--- src/rtl/maap_pkg.sv ---
// Constants, types and helpers for the memory attribute access policy block
package maap_pkg;

   localparam int REG_AW  = 4;
   localparam int DATA_W  = 32;

   // Register byte offsets
   localparam logic [REG_AW-1:0] REG_CTRL   = 4'h0;
   localparam logic [REG_AW-1:0] REG_DEFER  = 4'h4;
   localparam logic [REG_AW-1:0] REG_STATUS = 4'h8;

   // Control register fields
   localparam int CTRL_EXT_SUP_BIT    = 0;
   localparam int CTRL_EXPORT_SUP_BIT = 1;
   localparam int CTRL_PARTIAL_BIT    = 2;
   localparam logic [2:0] CTRL_RESET  = 3'h0;

   // Deferral register fields
   localparam int DEFER_LOWER_BIT     = 0;
   localparam logic [0:0] DEFER_RESET = 1'h0;

   // Status register fields
   localparam int STAT_BUSY_BIT = 0;
   localparam int STAT_OCC_LSB  = 8;

   typedef enum logic [2:0] {
      MAAP_ATTR_WB   = 3'h0,
      MAAP_ATTR_WBL  = 3'h1,
      MAAP_ATTR_UC   = 3'h2,
      MAAP_ATTR_XUC  = 3'h3,
      MAAP_ATTR_WC   = 3'h4,
      MAAP_ATTR_NAP  = 3'h5
   } maap_attr_t;

   typedef enum logic [3:0] {
      MAAP_OP_FETCH    = 4'h0,
      MAAP_OP_LOAD     = 4'h1,
      MAAP_OP_STORE    = 4'h2,
      MAAP_OP_SPEC_LD  = 4'h3,
      MAAP_OP_ADV_LD   = 4'h4,
      MAAP_OP_SADV_LD  = 4'h5,
      MAAP_OP_CHK_CLR  = 4'h6,
      MAAP_OP_CHK_NC   = 4'h7,
      MAAP_OP_CMPXCHG  = 4'h8,
      MAAP_OP_XCHG     = 4'h9,
      MAAP_OP_FETCHADD = 4'ha,
      MAAP_OP_FLUSH    = 4'hb,
      MAAP_OP_PREFETCH = 4'hc
   } maap_op_t;

   typedef enum logic [1:0] {
      MAAP_FLT_NONE  = 2'h0,
      MAAP_FLT_NAP   = 2'h1,
      MAAP_FLT_UNSUP = 2'h2,
      MAAP_FLT_LOWER = 2'h3
   } maap_fault_t;

   typedef enum logic [1:0] {
      MAAP_PG_IDLE  = 2'b00,
      MAAP_PG_FLUSH = 2'b01,
      MAAP_PG_DONE  = 2'b11
   } maap_pg_state_t;

   function automatic logic maap_is_wb(input maap_attr_t a);
      return (a == MAAP_ATTR_WB) || (a == MAAP_ATTR_WBL);
   endfunction

   function automatic logic maap_is_cacheable(input maap_attr_t a);
      return maap_is_wb(a);
   endfunction

   function automatic logic maap_is_spec_page(input maap_attr_t a);
      return maap_is_wb(a);
   endfunction

endpackage

--- src/rtl/maap_policy.sv ---
// Memory attribute access policy: faults, deferral, prefetch, flush, tracking
//
// Added by the designer: the plain strobed port and the address map.
`timescale 1ns/10ps
module maap_policy
   import maap_pkg::*;
#(
   parameter int ENTRIES = 8,
   parameter int TREG_W  = 7,
   parameter int ADDR_W  = 48,
   parameter int SIZE_W  = 4
) (
   input  wire logic              core_clk,
   input  wire logic              srst,
   // Register port
   input  wire logic [REG_AW-1:0] reg_addr,
   input  wire logic [DATA_W-1:0] reg_wdata,
   input  wire logic              reg_wr,
   input  wire logic              reg_rd,
   output logic [DATA_W-1:0]      reg_rdata,
   // Memory reference request
   input  wire logic              req_valid,
   input  wire maap_op_t          req_op,
   input  wire maap_attr_t        req_attr,
   input  wire logic              req_ext,
   input  wire logic              req_lower_fault,
   input  wire logic [TREG_W-1:0] req_treg,
   input  wire logic [ADDR_W-1:0] req_addr,
   input  wire logic [SIZE_W-1:0] req_size,
   // Response
   output logic                   resp_valid,
   output maap_fault_t            resp_fault,
   output logic                   resp_deferred,
   output logic                   resp_base_update,
   output logic                   mem_issue,
   output logic                   prefetch_drop,
   output logic                   flush_bcast,
   output logic                   atomic_export,
   output logic                   track_alloc,
   output logic                   track_remove,
   // Global translation purge
   input  wire logic              purge_req,
   input  wire logic              wb_flush_done,
   output logic                   tlb_purge,
   output logic                   wb_flush_req,
   output logic                   purge_done
);

   localparam int OCC_W = $clog2(ENTRIES + 1);

   typedef struct packed {
      logic [2:0]        ctrl;
      logic [0:0]        defer;
      logic [DATA_W-1:0] rdata;
      logic              resp_valid;
      maap_fault_t       resp_fault;
      logic              resp_deferred;
      logic              resp_base_update;
      logic              mem_issue;
      logic              prefetch_drop;
      logic              flush_bcast;
      logic              atomic_export;
      logic              track_alloc;
      logic              track_remove;
      maap_pg_state_t    pg_state;
      logic              tlb_purge;
      logic              wb_flush_req;
      logic              purge_done;
   } maap_state_t;

   maap_state_t state_reg;
   maap_state_t state_next;

   logic             tt_reg_hit;
   logic             tt_exact_hit;
   logic [OCC_W-1:0] tt_occ;
   logic             cmd_alloc;
   logic             cmd_remove;

   // Decoded request class
   logic is_spec;
   logic is_nap;
   logic is_wb;
   logic is_adv;
   logic is_chk;
   logic is_data;
   logic nap_fault;
   logic unsup_fault;
   logic ext_unsup;
   logic deferred;
   logic lower_fault;
   logic export_ok;
   logic faulted;

   always_comb begin
      is_spec = (req_op == MAAP_OP_SPEC_LD) || (req_op == MAAP_OP_SADV_LD);
      is_nap  = (req_attr == MAAP_ATTR_NAP);
      is_wb   = maap_is_wb(req_attr);
      is_adv  = (req_op == MAAP_OP_ADV_LD) || (req_op == MAAP_OP_SADV_LD);
      is_chk  = (req_op == MAAP_OP_CHK_CLR) || (req_op == MAAP_OP_CHK_NC);
      is_data = (req_op != MAAP_OP_FLUSH) && (req_op != MAAP_OP_PREFETCH);

      // Non-speculative references other than flush and prefetch to a no-access page fault
      nap_fault = is_nap && is_data && !is_spec;

      // Ten-byte access outside write-back pages, unsupported unless CTRL_EXT_SUP_BIT is set
      ext_unsup = req_ext && !is_wb && !is_nap
                  && !state_reg.ctrl[CTRL_EXT_SUP_BIT];

      export_ok = (req_attr == MAAP_ATTR_XUC)
                  && state_reg.ctrl[CTRL_EXPORT_SUP_BIT];

      unsup_fault = 1'b0;
      unique case (req_op)
         MAAP_OP_CMPXCHG,
         MAAP_OP_XCHG: begin
            unsup_fault = !is_nap && (req_attr != MAAP_ATTR_WB);
         end
         MAAP_OP_FETCHADD: begin
            unsup_fault = !is_nap && (req_attr != MAAP_ATTR_WB) && !export_ok;
         end
         MAAP_OP_SPEC_LD,
         MAAP_OP_SADV_LD: begin
            unsup_fault = 1'b0;
         end
         default: begin
            unsup_fault = ext_unsup && is_data;
         end
      endcase

      // Speculative loads defer no-access and unsupported ten-byte faults
      deferred = is_spec && (is_nap || ext_unsup);
      // Lower faults defer only when the deferral register says so
      lower_fault = req_lower_fault && is_data && !nap_fault && !unsup_fault
                    && !(is_spec && state_reg.defer[DEFER_LOWER_BIT]);
      if (is_spec && req_lower_fault && state_reg.defer[DEFER_LOWER_BIT]) begin
         deferred = 1'b1;
      end

      faulted = nap_fault || unsup_fault || lower_fault;
   end

   // Tracking table commands act on the same request
   always_comb begin
      cmd_alloc  = 1'b0;
      cmd_remove = 1'b0;
      if (req_valid && !faulted) begin
         unique case (req_op)
            MAAP_OP_ADV_LD: begin
               cmd_alloc  = maap_is_spec_page(req_attr);
               cmd_remove = !maap_is_spec_page(req_attr);
            end
            MAAP_OP_SADV_LD: begin
               // Limited pages count as non-speculative here
               cmd_alloc  = (req_attr == MAAP_ATTR_WB) && !deferred;
               cmd_remove = !cmd_alloc;
            end
            MAAP_OP_CHK_CLR: begin
               cmd_remove = maap_is_spec_page(req_attr) && tt_reg_hit;
            end
            MAAP_OP_CHK_NC: begin
               if (maap_is_spec_page(req_attr)) begin
                  cmd_alloc = !tt_reg_hit
                              || (!tt_exact_hit && state_reg.ctrl[CTRL_PARTIAL_BIT]);
               end
            end
            default: begin
               cmd_alloc  = 1'b0;
               cmd_remove = 1'b0;
            end
         endcase
      end
   end

   maap_track_table #(
      .ENTRIES (ENTRIES),
      .TREG_W  (TREG_W),
      .ADDR_W  (ADDR_W),
      .SIZE_W  (SIZE_W)
   ) u_track (
      .core_clk   (core_clk),
      .srst       (srst),
      .treg       (req_treg),
      .addr       (req_addr),
      .size       (req_size),
      .cmd_alloc  (cmd_alloc),
      .cmd_remove (cmd_remove),
      .reg_hit    (tt_reg_hit),
      .exact_hit  (tt_exact_hit),
      .occupancy  (tt_occ)
   );

   always_comb begin
      state_next = state_reg;

      // Register port
      if (reg_wr) begin
         unique case (reg_addr)
            REG_CTRL: begin
               state_next.ctrl = reg_wdata[2:0];
            end
            REG_DEFER: begin
               state_next.defer = reg_wdata[0:0];
            end
            default: begin
               state_next.ctrl = state_reg.ctrl;
            end
         endcase
      end
      state_next.rdata = '0;
      if (reg_rd) begin
         unique case (reg_addr)
            REG_CTRL: begin
               state_next.rdata[2:0] = state_reg.ctrl;
            end
            REG_DEFER: begin
               state_next.rdata[0:0] = state_reg.defer;
            end
            REG_STATUS: begin
               state_next.rdata[STAT_BUSY_BIT] = (state_reg.pg_state != MAAP_PG_IDLE);
               state_next.rdata[STAT_OCC_LSB +: OCC_W] = tt_occ;
            end
            default: begin
               state_next.rdata = '0;
            end
         endcase
      end

      // Reference response, one cycle after the request
      state_next.resp_valid       = req_valid;
      state_next.resp_fault       = MAAP_FLT_NONE;
      state_next.resp_deferred    = 1'b0;
      state_next.resp_base_update = 1'b0;
      state_next.mem_issue        = 1'b0;
      state_next.prefetch_drop    = 1'b0;
      state_next.flush_bcast      = 1'b0;
      state_next.atomic_export    = 1'b0;
      state_next.track_alloc      = cmd_alloc;
      state_next.track_remove     = cmd_remove;
      if (req_valid) begin
         if (nap_fault) begin
            state_next.resp_fault = MAAP_FLT_NAP;
         end else if (unsup_fault) begin
            state_next.resp_fault = MAAP_FLT_UNSUP;
         end else if (lower_fault) begin
            state_next.resp_fault = MAAP_FLT_LOWER;
         end
         state_next.resp_deferred    = deferred && !faulted;
         // Post-increment still happens on a deferred load
         state_next.resp_base_update = !faulted;
         unique case (req_op)
            MAAP_OP_FLUSH: begin
               state_next.flush_bcast = 1'b1;
            end
            MAAP_OP_PREFETCH: begin
               state_next.prefetch_drop = !maap_is_cacheable(req_attr);
               state_next.mem_issue     = maap_is_cacheable(req_attr);
            end
            MAAP_OP_FETCHADD: begin
               state_next.atomic_export = !faulted && export_ok;
               state_next.mem_issue     = !faulted;
            end
            default: begin
               // Deferred load aborts its memory access
               state_next.mem_issue = !faulted && !deferred;
            end
         endcase
      end

      // Global translation purge sequence
      state_next.tlb_purge  = 1'b0;
      state_next.purge_done = 1'b0;
      unique case (state_reg.pg_state)
         MAAP_PG_IDLE: begin
            if (purge_req) begin
               state_next.tlb_purge    = 1'b1;
               state_next.wb_flush_req = 1'b1;
               state_next.pg_state     = MAAP_PG_FLUSH;
            end
         end
         MAAP_PG_FLUSH: begin
            if (wb_flush_done) begin
               state_next.wb_flush_req = 1'b0;
               state_next.pg_state     = MAAP_PG_DONE;
            end
         end
         MAAP_PG_DONE: begin
            state_next.purge_done = 1'b1;
            state_next.pg_state   = MAAP_PG_IDLE;
         end
         default: begin
            state_next.wb_flush_req = 1'b0;
            state_next.pg_state     = MAAP_PG_IDLE;
         end
      endcase
   end

   always_ff @(posedge core_clk) begin
      if (srst) begin
         state_reg       <= '0;
         state_reg.ctrl  <= CTRL_RESET;
         state_reg.defer <= DEFER_RESET;
      end else begin
         state_reg <= state_next;
      end
   end

   assign reg_rdata        = state_reg.rdata;
   assign resp_valid       = state_reg.resp_valid;
   assign resp_fault       = state_reg.resp_fault;
   assign resp_deferred    = state_reg.resp_deferred;
   assign resp_base_update = state_reg.resp_base_update;
   assign mem_issue        = state_reg.mem_issue;
   assign prefetch_drop    = state_reg.prefetch_drop;
   assign flush_bcast      = state_reg.flush_bcast;
   assign atomic_export    = state_reg.atomic_export;
   assign track_alloc      = state_reg.track_alloc;
   assign track_remove     = state_reg.track_remove;
   assign tlb_purge        = state_reg.tlb_purge;
   assign wb_flush_req     = state_reg.wb_flush_req;
   assign purge_done       = state_reg.purge_done;

endmodule

--- src/rtl/maap_track_table.sv ---
// Advanced load tracking table with register, address and size entries
`timescale 1ns/10ps
module maap_track_table
   import maap_pkg::*;
#(
   parameter int ENTRIES = 8,
   parameter int TREG_W  = 7,
   parameter int ADDR_W  = 48,
   parameter int SIZE_W  = 4,
   parameter int IDX_W   = $clog2(ENTRIES),
   parameter int OCC_W   = $clog2(ENTRIES + 1)
) (
   input  wire logic              core_clk,
   input  wire logic              srst,
   input  wire logic [TREG_W-1:0] treg,
   input  wire logic [ADDR_W-1:0] addr,
   input  wire logic [SIZE_W-1:0] size,
   input  wire logic              cmd_alloc,
   input  wire logic              cmd_remove,
   output logic                   reg_hit,
   output logic                   exact_hit,
   output logic [OCC_W-1:0]       occupancy
);

   typedef struct packed {
      logic              valid;
      logic [TREG_W-1:0] treg;
      logic [ADDR_W-1:0] addr;
      logic [SIZE_W-1:0] size;
   } maap_entry_t;

   typedef struct packed {
      maap_entry_t [ENTRIES-1:0] ent;
      logic [IDX_W-1:0]          victim;
   } maap_tt_state_t;

   maap_tt_state_t state_reg;
   maap_tt_state_t state_next;

   always_comb begin
      logic             found_reg;
      logic             found_free;
      logic [IDX_W-1:0] reg_idx;
      logic [IDX_W-1:0] free_idx;
      logic [IDX_W-1:0] slot;
      found_reg  = 1'b0;
      found_free = 1'b0;
      reg_idx    = '0;
      free_idx   = '0;
      slot       = '0;
      reg_hit    = 1'b0;
      exact_hit  = 1'b0;
      occupancy  = '0;
      state_next = state_reg;
      for (int i = 0; i < ENTRIES; i++) begin
         if (state_reg.ent[i].valid) begin
            occupancy = OCC_W'(occupancy + 1'b1);
            if (state_reg.ent[i].treg == treg) begin
               found_reg = 1'b1;
               reg_idx   = IDX_W'(i);
               if (state_reg.ent[i].addr == addr && state_reg.ent[i].size == size) begin
                  exact_hit = 1'b1;
               end
            end
         end else if (!found_free) begin
            found_free = 1'b1;
            free_idx   = IDX_W'(i);
         end
      end
      reg_hit = found_reg;
      // One entry per register: reuse a register match before a free slot
      if (cmd_alloc) begin
         slot = found_reg ? reg_idx : (found_free ? free_idx : state_reg.victim);
         state_next.ent[slot] = '{valid: 1'b1, treg: treg, addr: addr, size: size};
         if (!found_reg && !found_free) begin
            state_next.victim = (state_reg.victim == IDX_W'(ENTRIES - 1)) ? '0
                              : IDX_W'(state_reg.victim + 1'b1);
         end
      end else if (cmd_remove && found_reg) begin
         state_next.ent[reg_idx].valid = 1'b0;
      end
   end

   always_ff @(posedge core_clk) begin
      if (srst) begin
         state_reg <= '0;
      end else begin
         state_reg <= state_next;
      end
   end

endmodule

--- config.mk ---
export PLATFORM = sky130hd
export DESIGN_NAME = maap_policy
export DESIGN_NICKNAME = d
export VERILOG_FILES = /design/src/rtl/maap_pkg.sv /design/src/rtl/maap_policy.sv /design/src/rtl/maap_track_table.sv
export SDC_FILE = /design/constraint.sdc
export NUM_CORES = 1
export LEC_CHECK = 0
export BUFFER_PORTS_ARGS = -buffer_cell sky130_fd_sc_hd__buf_2
export CAP_MARGIN = 20
export CORE_MARGIN = 2
export CORE_UTILIZATION = 61
export DETAILED_ROUTE_END_ITERATION = 8
export PLACE_DENSITY = 0.84
export SYNTH_ARGS = -nofsm -noshare
export SYNTH_HDL_FRONTEND = slang
export SYNTH_SLANG_ARGS = --single-unit
--- constraint.sdc ---
create_clock -name core_clk -period 4.85 [get_ports core_clk]
set_input_delay 0.7275 -clock core_clk [delete_from_list [all_inputs] [get_ports core_clk]]
set_output_delay 0.7275 -clock core_clk [all_outputs]
set_load 0.01 [all_outputs]
# == Yosys cells after proc, flatten, opt, wreduce, memory -nomap -nowiden ==
# Cells that the tools add are included.
# word_totals
ramBits,0
mem_count,0
ff_bits,535
latchBits,0
romBits,0
# op_classes
add_sub_neg,8
n_reduce_logical,78
bitwise_logic,8
eq_ne,46
n_mul,0
order_cmp,4
div,0
n_mux,114
shift,0
# op_table
op,n
480-bit bitwise mux,2
480-bit two-way mux,2
48-bit == test,8
60-bit demux with 3-bit select,2
60-bit two-way mux,2
3-bit two-way mux,29
1-bit two-way mux,59
7-bit == test,8
1-bit logical AND,37
4-bit == test,8
4-bit two-way mux,8
4-bit by 1-bit adder with 4-bit output (second input constant),6
4-bit == test (second input constant),6
4-bit by 3-bit == test with 1-bit output (second input constant),5
1-bit one-hot mux with 3 select lines,6
3-bit OR reduction,5
1-bit zero test,14
2-bit OR reduction,5
3-bit by 4-bit < comparator with 1-bit output (second input constant),2
4-bit != test (second input constant),2
1-bit NOT,8
2-bit AND reduction,4
3-bit == test (second input constant),2
3-bit by 1-bit >= comparator with 1-bit output (second input constant),2
17 further kinds,26

# == Depth between registers and ports, before layout ==
# Gate-level depths: netlist (run 1).
# logic_depth
word_depth,33
ltp_mapped,16
ltp_nobuf,16

# == Cells and area by module ==
# From an unflattened synthesis (run 1), not the netlist that was laid out.
# hier_totals
cells_unflattened,2681
hier_area_um2,26643.1
# by_module_without_submodules
module,cells_each,n_inst,seq_area_each_um2,area_per_inst_um2
maap_track_table,2511,1,9669.3,25136.6
maap_policy,170,1,540.5,1506.4

# == Worst setup path after synthesis (run 1) ==
# Ideal clock, no wire load.
# synth_timing
path_kind,reg2reg
startpoint,register u_track.state_reg[62] (netlist name)
endpoint,register state_reg (netlist bit reg_rdata[10])
period_less_slack_ns,3.729
path_stages_with_launch,17
path_buffers,0
path_slack_ns,1.121
arrival_time_ns,3.613
required_time_ns,4.735
path_cell_list,dfxtp_1 inv_1 ha_1 xor2_1 ha_1 mux2_2 ha_1 mux2_2 ha_1 mux2_2 ha_1 mux2_2 ha_1 nand2_1 xnor2_1 xnor2_1 nor2_1
# synth_between
elab_chain_cells,15
# synth_lines
element,line,text
start: declaration,maap_track_table.sv:37,maap_tt_state_t state_reg;
start signal: assignment,maap_track_table.sv:88,state_reg <= state_next;
1-bit two-way mux *,maap_track_table.sv:56,if (state_reg.ent[i].valid) begin
1-bit by 1-bit adder with 2-bit output,maap_track_table.sv:57,occupancy = OCC_W'(occupancy + 1'b1);
4-bit two-way mux *,maap_track_table.sv:56,
4-bit by 1-bit adder with 4-bit output,maap_track_table.sv:57,
4-bit two-way mux *,maap_track_table.sv:56,
4-bit by 1-bit adder with 4-bit output,maap_track_table.sv:57,
4-bit two-way mux *,maap_track_table.sv:56,
4-bit by 1-bit adder with 4-bit output,maap_track_table.sv:57,
4-bit two-way mux *,maap_track_table.sv:56,
4-bit by 1-bit adder with 4-bit output,maap_track_table.sv:57,
4-bit two-way mux *,maap_track_table.sv:56,
4-bit by 1-bit adder with 4-bit output,maap_track_table.sv:57,
4-bit two-way mux *,maap_track_table.sv:56,
4-bit by 1-bit adder with 4-bit output,maap_track_table.sv:57,
4-bit two-way mux *,maap_track_table.sv:56,
end signal: assignment,maap_policy.sv:304,state_reg <= state_next;
end: declaration,maap_policy.sv:71,maap_state_t state_reg;
# Mark *: on every way between the ends. The rest lies on a longest branch, timed or not.
# A chain may end at the register's enable or synchronous reset.

# == Worst setup path after layout (run 1) ==
# layout_timing
startpoint,register u_track.state_reg[115] (netlist name)
endpoint,register u_track.state_reg[212] (netlist name)
# layout_between
elab_chain_cells,28
word_cells_on_any_way,72
# layout_lines
element,line,text
7-bit == test *,maap_track_table.sv:58,if (state_reg.ent[i].treg == treg) begin
1-bit two-way mux,maap_track_table.sv:58,
1-bit two-way mux,maap_track_table.sv:56,
1-bit two-way mux,maap_track_table.sv:61,if (state_reg.ent[i].addr == addr && state_reg.ent[i].size == size) begin
1-bit two-way mux,maap_track_table.sv:58,
1-bit two-way mux,maap_track_table.sv:56,
1-bit two-way mux,maap_track_table.sv:61,
1-bit two-way mux,maap_track_table.sv:58,
[12 not listed],-,
1-bit two-way mux,maap_track_table.sv:56,
1-bit zero test,maap_policy.sv:164,|| (!tt_exact_hit && state_reg.ctrl[CTRL_PARTIAL_BIT]);
1-bit logical AND,maap_policy.sv:164,
1-bit logical OR,maap_policy.sv:164,
1-bit two-way mux,maap_policy.sv:162,if (maap_is_spec_page(req_attr)) begin
1-bit one-hot mux with 3 select lines,maap_policy.sv:148,unique case (req_op)
1-bit two-way mux,maap_policy.sv:147,if (req_valid && !faulted) begin
480-bit two-way mux or 2-bit nonzero test (tied branches),-,
# Mark *: on every way between the ends. The rest lies on a longest branch, timed or not. The select of a mux whose other input is x is not followed.

==> metrics, run 1 <==
run status finished, final reports clean; Clk pwr share 0.452; crit-path max FO 46; Leak Pwr between 9 and 10 nW; effective utilization at floorplan 0.615; number of max-cap violations 0; Die X 209 µm; post-synthesis async set-or-reset flop share 0; Worst slew margin 0.360; Crit. path cell count 13; CTS Buf Count 52; Pwr per Cell Area between 300 and 400 mW/mm²; # IOs 157; global-route wire length before repair 137000 µm; DRC Markers 0; Int Pwr 6.68 mW; clk_lat worst skew about 0.63 ns; Synth Instances 2752; Worst Reg-to-Reg Cells 13; post-route ant nets 0; slowest CP cell or4_1; Final Setup Violations 0; CTS hold repair buffers 0; part of the power in registers 0.468; most frequent cells in the layout 510 x dfxtp_1, 357 x xnor2_1, 354 x a31o_1; P_sw 2.30 mW; Highest Clock Rate around 0.24 GHz; peak supply drop 333 µV; CTS tree yes; CTS clk-pin slew, worst paths 0.06 ns; # rows 75; Net count, final 2814; initial antenna violation count 7; per-cell routed wire length 28.4 µm; critical path buffer and inverter count 4; DIE AREA 0.0437 mm²; Net Sw Frac 0.256; most common cell after layout, fill and taps aside dfxtp_1; setup bufs post-CTS 0; crit path time final 4.13 ns; Yosys Warn Count 0; kind of start point of the critical path register; Slew @ Worst Pin 0.936 ns; Detailed Place HPWL 60300 µm; DR iter-0 viols 3661; Setup WS pre-CTS 0.430 ns; CTS Root Cell clkbuf_16; post-route clock period utilization 0.852; total gr overflow 0; Die Y 209 µm; GRT Util Overall 0.413; core area 0.0417 mm²; Area Growth Syn to Fin 9.25%; setup tns final 0 ns; RSZ-0062 raised after global routing no; Post-synth EDFFs 0; Crit path max-delay family simple AND/OR/NAND/NOR gates; Fill cells 3221; TritonRoute pass-1 iters 8; CP max stage delay 0.68 ns; Final Util 0.672; crit-path cells xor2_1, nor4_1, buf_4, nand2_1, or4_1, nor4_1, a311oi_1, buf_4, a21oi_4, buf_12, buf_12, nor3_1, a31o_2; worst hold path class primary input to register; H-tree depth 2; sequential share of the synthesized area 0.398; Cell variety after synth 68; CTS Sinks 510; clk buf depth 3; GPL Wtd Cong 1.01; synthesized flop and latch total 510; Post-Layout Cell Count 3276; dominant synthesized flop cell dfxtp_1; clock skew 0.0246 ns; Fin. Hold Viols 0; largest net degree at the start of global routing between 100 and 150; synthesized area around 0.026 mm²; number of flip-flops under the largest register name 483; fin worst setup slack 0.720 ns; critical path class register to register; Required @ worst endpoint 5.37 ns; worst hold stages 3; Final Slew Violations 0; IO Port Bufs 102; ratio of cells with drive above 1 in the final layout 0.137; final WL 93200 µm; placed cells 3178; combinational fraction of design power 0.080; CP Capture Type register; vias in the first global route 22069; post_cts resized 0; Syn Area/Cell 9.31 µm²; total number of vias 23575; DR vias/cell between 7 and 8; Data arrival, critical path 4.64 ns
[final cells by class]
class                           count  area (µm²)  area share
Antenna cell                        2        5.00    0.000179
Clock buffer                       82        1630      0.0580
Clock inverter                     14        82.6     0.00295
Inverter                           37         146     0.00523
Multi-Input combinational cell   1899       13700       0.490
Sequential cell                   510       10200       0.365
Tap cell                          539         674      0.0241
Timing Repair Buffer              193        1550      0.0554
[final timing paths]
check / from / to / slack, ns
max reg2reg: u_track.state_reg[115] / u_track.state_reg[212] / 0.72
max: u_track.state_reg[115] / u_track.state_reg[212] / 0.72
min: reg_wdata[2] / state_reg[51] / 0.36
min reg2reg: u_track.state_reg[176] / u_track.state_reg[176] / 0.47
[cell usage after synthesis (35+ instances only)]
cell type | count | area [µm²]
nand2_1 | 144 | 541
inv_1 | 35 | 131
nor4_1 | 222 | 1390
xor2_1 | 93 | 815
buf_2 | 106 | 531
a31o_2 | 62 | 543
xnor2_1 | 357 | 3130
dfxtp_1 | 510 | 10200
clkbuf_1 | 153 | 574
nor2_1 | 40 | 150
a31o_1 | 354 | 3100
mux2i_1 | 65 | 651
buf_4 | 50 | 375
nor3_1 | 255 | 1280
nand4_1 | 99 | 619
[power by group through the flow]
| stage | sequential (mW) | clock [mW] | combinational, mW |
|---|---|---|---|
| 6_report | 4.20 | 4.06 | 0.716 |
| 5_1_grt | 4.20 | 4.22 | 0.726 |
| 4_1_cts | 4.20 | 4.04 | 0.678 |
| 3_5_place_dp | 4.29 | 0 | 0.674 |
| 3_3_place_gp | 4.29 | 0 | 0.667 |
| 2_1_floorplan | 4.29 | 0 | 0.432 |
[through the flow]
| stage | hold slack (ns) | power (mW) | instance area [µm²] |
|---|---|---|---|
| 3_3_place_gp | 0.455 | 4.96 | 26300 |
| 6_report | 0.362 | 8.98 | 28000 |
| 5_1_grt | 0.362 | 9.14 | 28000 |
| 2_1_floorplan | 0.447 | 4.73 | 25700 |
| 3_5_place_dp | 0.459 | 4.97 | 26300 |
| 4_1_cts | 0.357 | 8.92 | 28000 |
[worst reg2reg max path, stage by stage, from the launching register on]
cell and delay [ns]:
dfxtp_1 0.33, xor2_1 0.16, nor4_1 0.28, buf_4 0.16, nand2_1 0.26, or4_1 0.68
nor4_1 0.64, a311oi_1 0.22, buf_4 0.22, a21oi_4 0.21, buf_12 0.30, buf_12 0.25
nor3_1 0.09, a31o_2 0.23
[cells by family (layout without fill, tap and decap cells)]
kind of cell               count (synthesis)  after routing  share of synthesized area
and+or+nand+nor                          834            834                      0.175
AOI/OAI and AO/OA                        511            511                      0.169
DFF                                      510            510                      0.398
xor gates and xnor gates                 450            450                      0.154
buffers and inverters                    367            326                     0.0724
muxes                                     69             69                     0.0271
adders and majority gates                 10             10                    0.00488
other                                      1             27                   0.000146
[layer usage]
layer / wire [µm] / GRT usage / vias to the layer above
li1: - / - / 9923
met1: 33600 / 0.528 / 11283
met2: 39000 / 0.609 / 1895
met3: 12700 / 0.104 / 468
met4: 7890 / 0.295 / 6
met5: 34 / 0 / -
No activity file was read; power rests on OpenSTA's default activity.
==> inputs of run 2 (changes only) <==
Settings changed: ABC_AREA from default to 1, CORE_UTILIZATION 61 to 62, PLACE_DENSITY 0.84 to 0.85.
==> run 2 against run 1 <==
Against the previous run:
- clock-buffer cell count down 2
- sequential share of layout area down 3.5 points
- fmax up 7.7%
- synthesized cell count up 84%
- worst setup slack better by 0.29 ns
- critical path depth up 9
- flip-flop and latch count unchanged
- routed wire length down 4.0%
- clock skew up 0.0019 ns
- total power up 1.4%
- via count up 24%
==> metrics, run 2 <==
ratio of cells with drive above 1 in the final layout 0.0499 (-0.0876); post-route ant nets 0 (unchanged); Leak Pwr 17.2 nW (+79%); routed wl met2 38300 µm (-1.7%); P_sw 2.30 mW (+0.21%); slowest CP cell dfxtp_1; Yosys Warn Count 0 (unchanged); Required @ worst endpoint 5.39 ns (+0.02 ns); Final Setup Violations 0 (unchanged); most frequent cells in the layout 2018 x nand2_1, 1264 x nor2_1, 578 x inv_1; top cells by count, synth 2018 x nand2_1, 1264 x nor2_1, 579 x inv_1; CTS Buf Count 54 (+3.8%); CTS tree yes; Syn Area/Cell 5.70 µm² (-39%); crit path time final 3.84 ns (-0.294 ns); vias in the first global route 25591 (+16%); sequential share of the synthesized area 0.354 (-0.0445); peak supply drop 286 µV (-14%); Data arrival, critical path 4.38 ns (-0.26 ns); top post-synthesis cells by area dfxtp_1 35%, nand2_1 26%, nor2_1 16%; synthesized area 0.0289 mm² (+13%); GRT Util Overall 0.367 (-0.0458); DRC Markers 0 (unchanged); crit-path max FO 4 (-91%); Met1 Wirelength 34500 µm (+2.7%); CTS Root Cell clkbuf_16; Detailed Place HPWL 61300 µm (+1.7%); clk buf depth 3 (unchanged); kind of start point of the critical path register; DIE AREA 0.0483 mm² (+11%); effective utilization at floorplan 0.624 (+0.00854); synthesized flop and latch total 510 (unchanged); # IOs 157 (unchanged); global-route wire length before repair 137000 µm (-0.12%); Highest Clock Rate 0.261 GHz (+7.7%); Pwr per Cell Area 294 mW/mm² (-8.2%); total number of vias 29159 (+24%); DR vias/cell 5.17 (-28%); critical path class register to register; crit path launch u_track.state_reg[122]; post_cts resized 0 (unchanged); Yosys top cell area share 0.354 (-0.0445); CTS Sinks 510 (unchanged); Fin. Hold Viols 0 (unchanged); setup tns final 0 ns (unchanged); CP Capture Type register; # rows 79 (+5.3%); Setup WS pre-CTS 0.688 ns (+0.258 ns); CTS hold repair buffers 0 (unchanged); setup bufs post-CTS 0 (unchanged); crit-path cells inv_1, ha_1, inv_1, nand2_1, nand2_1, inv_1, ha_1, nand2_1, nand2_1, ha_1, nor2_1, a31oi_1, ha_1, inv_1, o21ai_0, ha_1, nand2_1, o21ai_0, ha_1, nand2_1, or2_2, a21oi_1; worst hold path class primary input to register; number of max-cap violations 0 (unchanged); reg2reg start u_track.state_reg[122]; initial antenna violation count 2 (-5); Slew @ Worst Pin 0.810 ns (-0.126 ns); CP max stage delay 0.41 ns (-0.27 ns); Int Pwr 6.80 mW (+1.9%); per-cell routed wire length 15.8 µm (-44%); Clk pwr share 0.461 (+0.009); Die Y 220 µm (+5.1%); dominant synthesized flop cell dfxtp_1; total gr overflow 0 (unchanged); most common cell after layout, fill and taps aside nand2_1; run status finished, final reports clean; Fill cells 4196 (+30%); part of the power in registers 0.461 (-0.007); final WL 89400 µm (-4.0%); core area 0.0463 mm² (+11%); CTS clk-pin slew, worst paths 0.06 ns (about the same); clk_lat worst skew 0.62 ns (about the same); post-synthesis async set-or-reset flop share 0 (unchanged); Cell variety after synth 32 (-53%); DR iter-0 viols 3442 (-6.0%); wire length on met3 9620 µm (-24%); IO Port Bufs 102 (unchanged); Net count, final 5117 (+82%); beginning of the worst hold path purge_req; H-tree depth 2 (unchanged); top sig layer met4; Final Util 0.669 (-0.00306); Net Sw Frac 0.253 (-0.00309); Area Growth Syn to Fin 7.26%; post-route clock period utilization 0.791 (-0.0607); combinational fraction of design power 0.078 (-0.002); Die X 220 µm (+5.1%); Synth Instances 5061 (+84%); Final Slew Violations 0 (unchanged); area leader, netlist dfxtp_1; top-count cell post-synth nand2_1; Worst slew margin 0.460 (+0.100); GPL Wtd Cong 1.02 (+0.83%); RSZ-0062 raised after global routing no; largest net degree at the start of global routing 131 (+3.1%); clock skew 0.0264 ns (+0.00187 ns); fin worst setup slack 1.01 ns (+0.294 ns); TritonRoute pass-1 iters 8 (unchanged); number of flip-flops under the largest register name 483 (unchanged); Post-synth EDFFs 0 (unchanged)
## run 2: cell families after synthesis
group / count (synthesis) / share of synthesized area
simple gates: 3383 / 0.447
xor+xnor: 94 / 0.0285
flops: 510 / 0.354
other cells: 1 / 0.000130
compound gates: 170 / 0.0304
fa+ha+maj: 10 / 0.00434
buf+inv: 893 / 0.136
## run 2: cell type report
cell class	count	area, µm²	share of cell area
Antenna cell	4	10.0	0.000323
Sequential cell	510	10200	0.330
Clock buffer	80	1610	0.0520
Clock inverter	13	156	0.00505
Inverter	585	2200	0.0712
Tap cell	607	759	0.0245
Multi-Input combinational cell	3682	14800	0.479
Timing Repair Buffer	163	1180	0.0382
## run 2: per-stage QoR
step	hold WS [ns]	area (µm²)	std cells	power, mW
5_1_grt	0.361	30900	5640	9.34
2_1_floorplan	0.430	28900	5085	4.72
6_report	0.373	31000	5644	9.11
3_5_place_dp	0.476	29200	5547	4.97
4_1_cts	0.360	30900	5640	9.09
3_3_place_gp	0.467	29200	5547	4.97
## run 2: worst max-delay path: cells and delay by family (launching register included)
kind | cells | cell delay [ns]
simple gates | 8 | 0.74
compound gates | 4 | 0.62
flops | 1 | 0.41
fa+ha+maj | 6 | 1.66
buf+inv | 4 | 0.33
## run 2: power by group through the flow
stage	combinational (mW)	clock (mW)	sequential, mW
final	0.707	4.20	4.20
after floorplan	0.432	0	4.29
after global placement	0.675	0	4.29
after detailed placement	0.680	0	4.29
after CTS	0.683	4.20	4.20
after global routing	0.750	4.39	4.20
## run 2: worst paths after layout
check	to	slack, ns	cells after the start
setup / recovery	reg_rdata[10]	1.01	22
hold reg to reg	purge_done	0.49	2
setup reg to reg	reg_rdata[10]	1.01	22
hold / removal	tlb_purge	0.37	3
## run 2: metal layers
metal,vias up,track usage
li1,14569,-
met1,12818,0.458
met2,1430,0.574
met3,342,0.0685
met4,0,0.253
met5,-,0
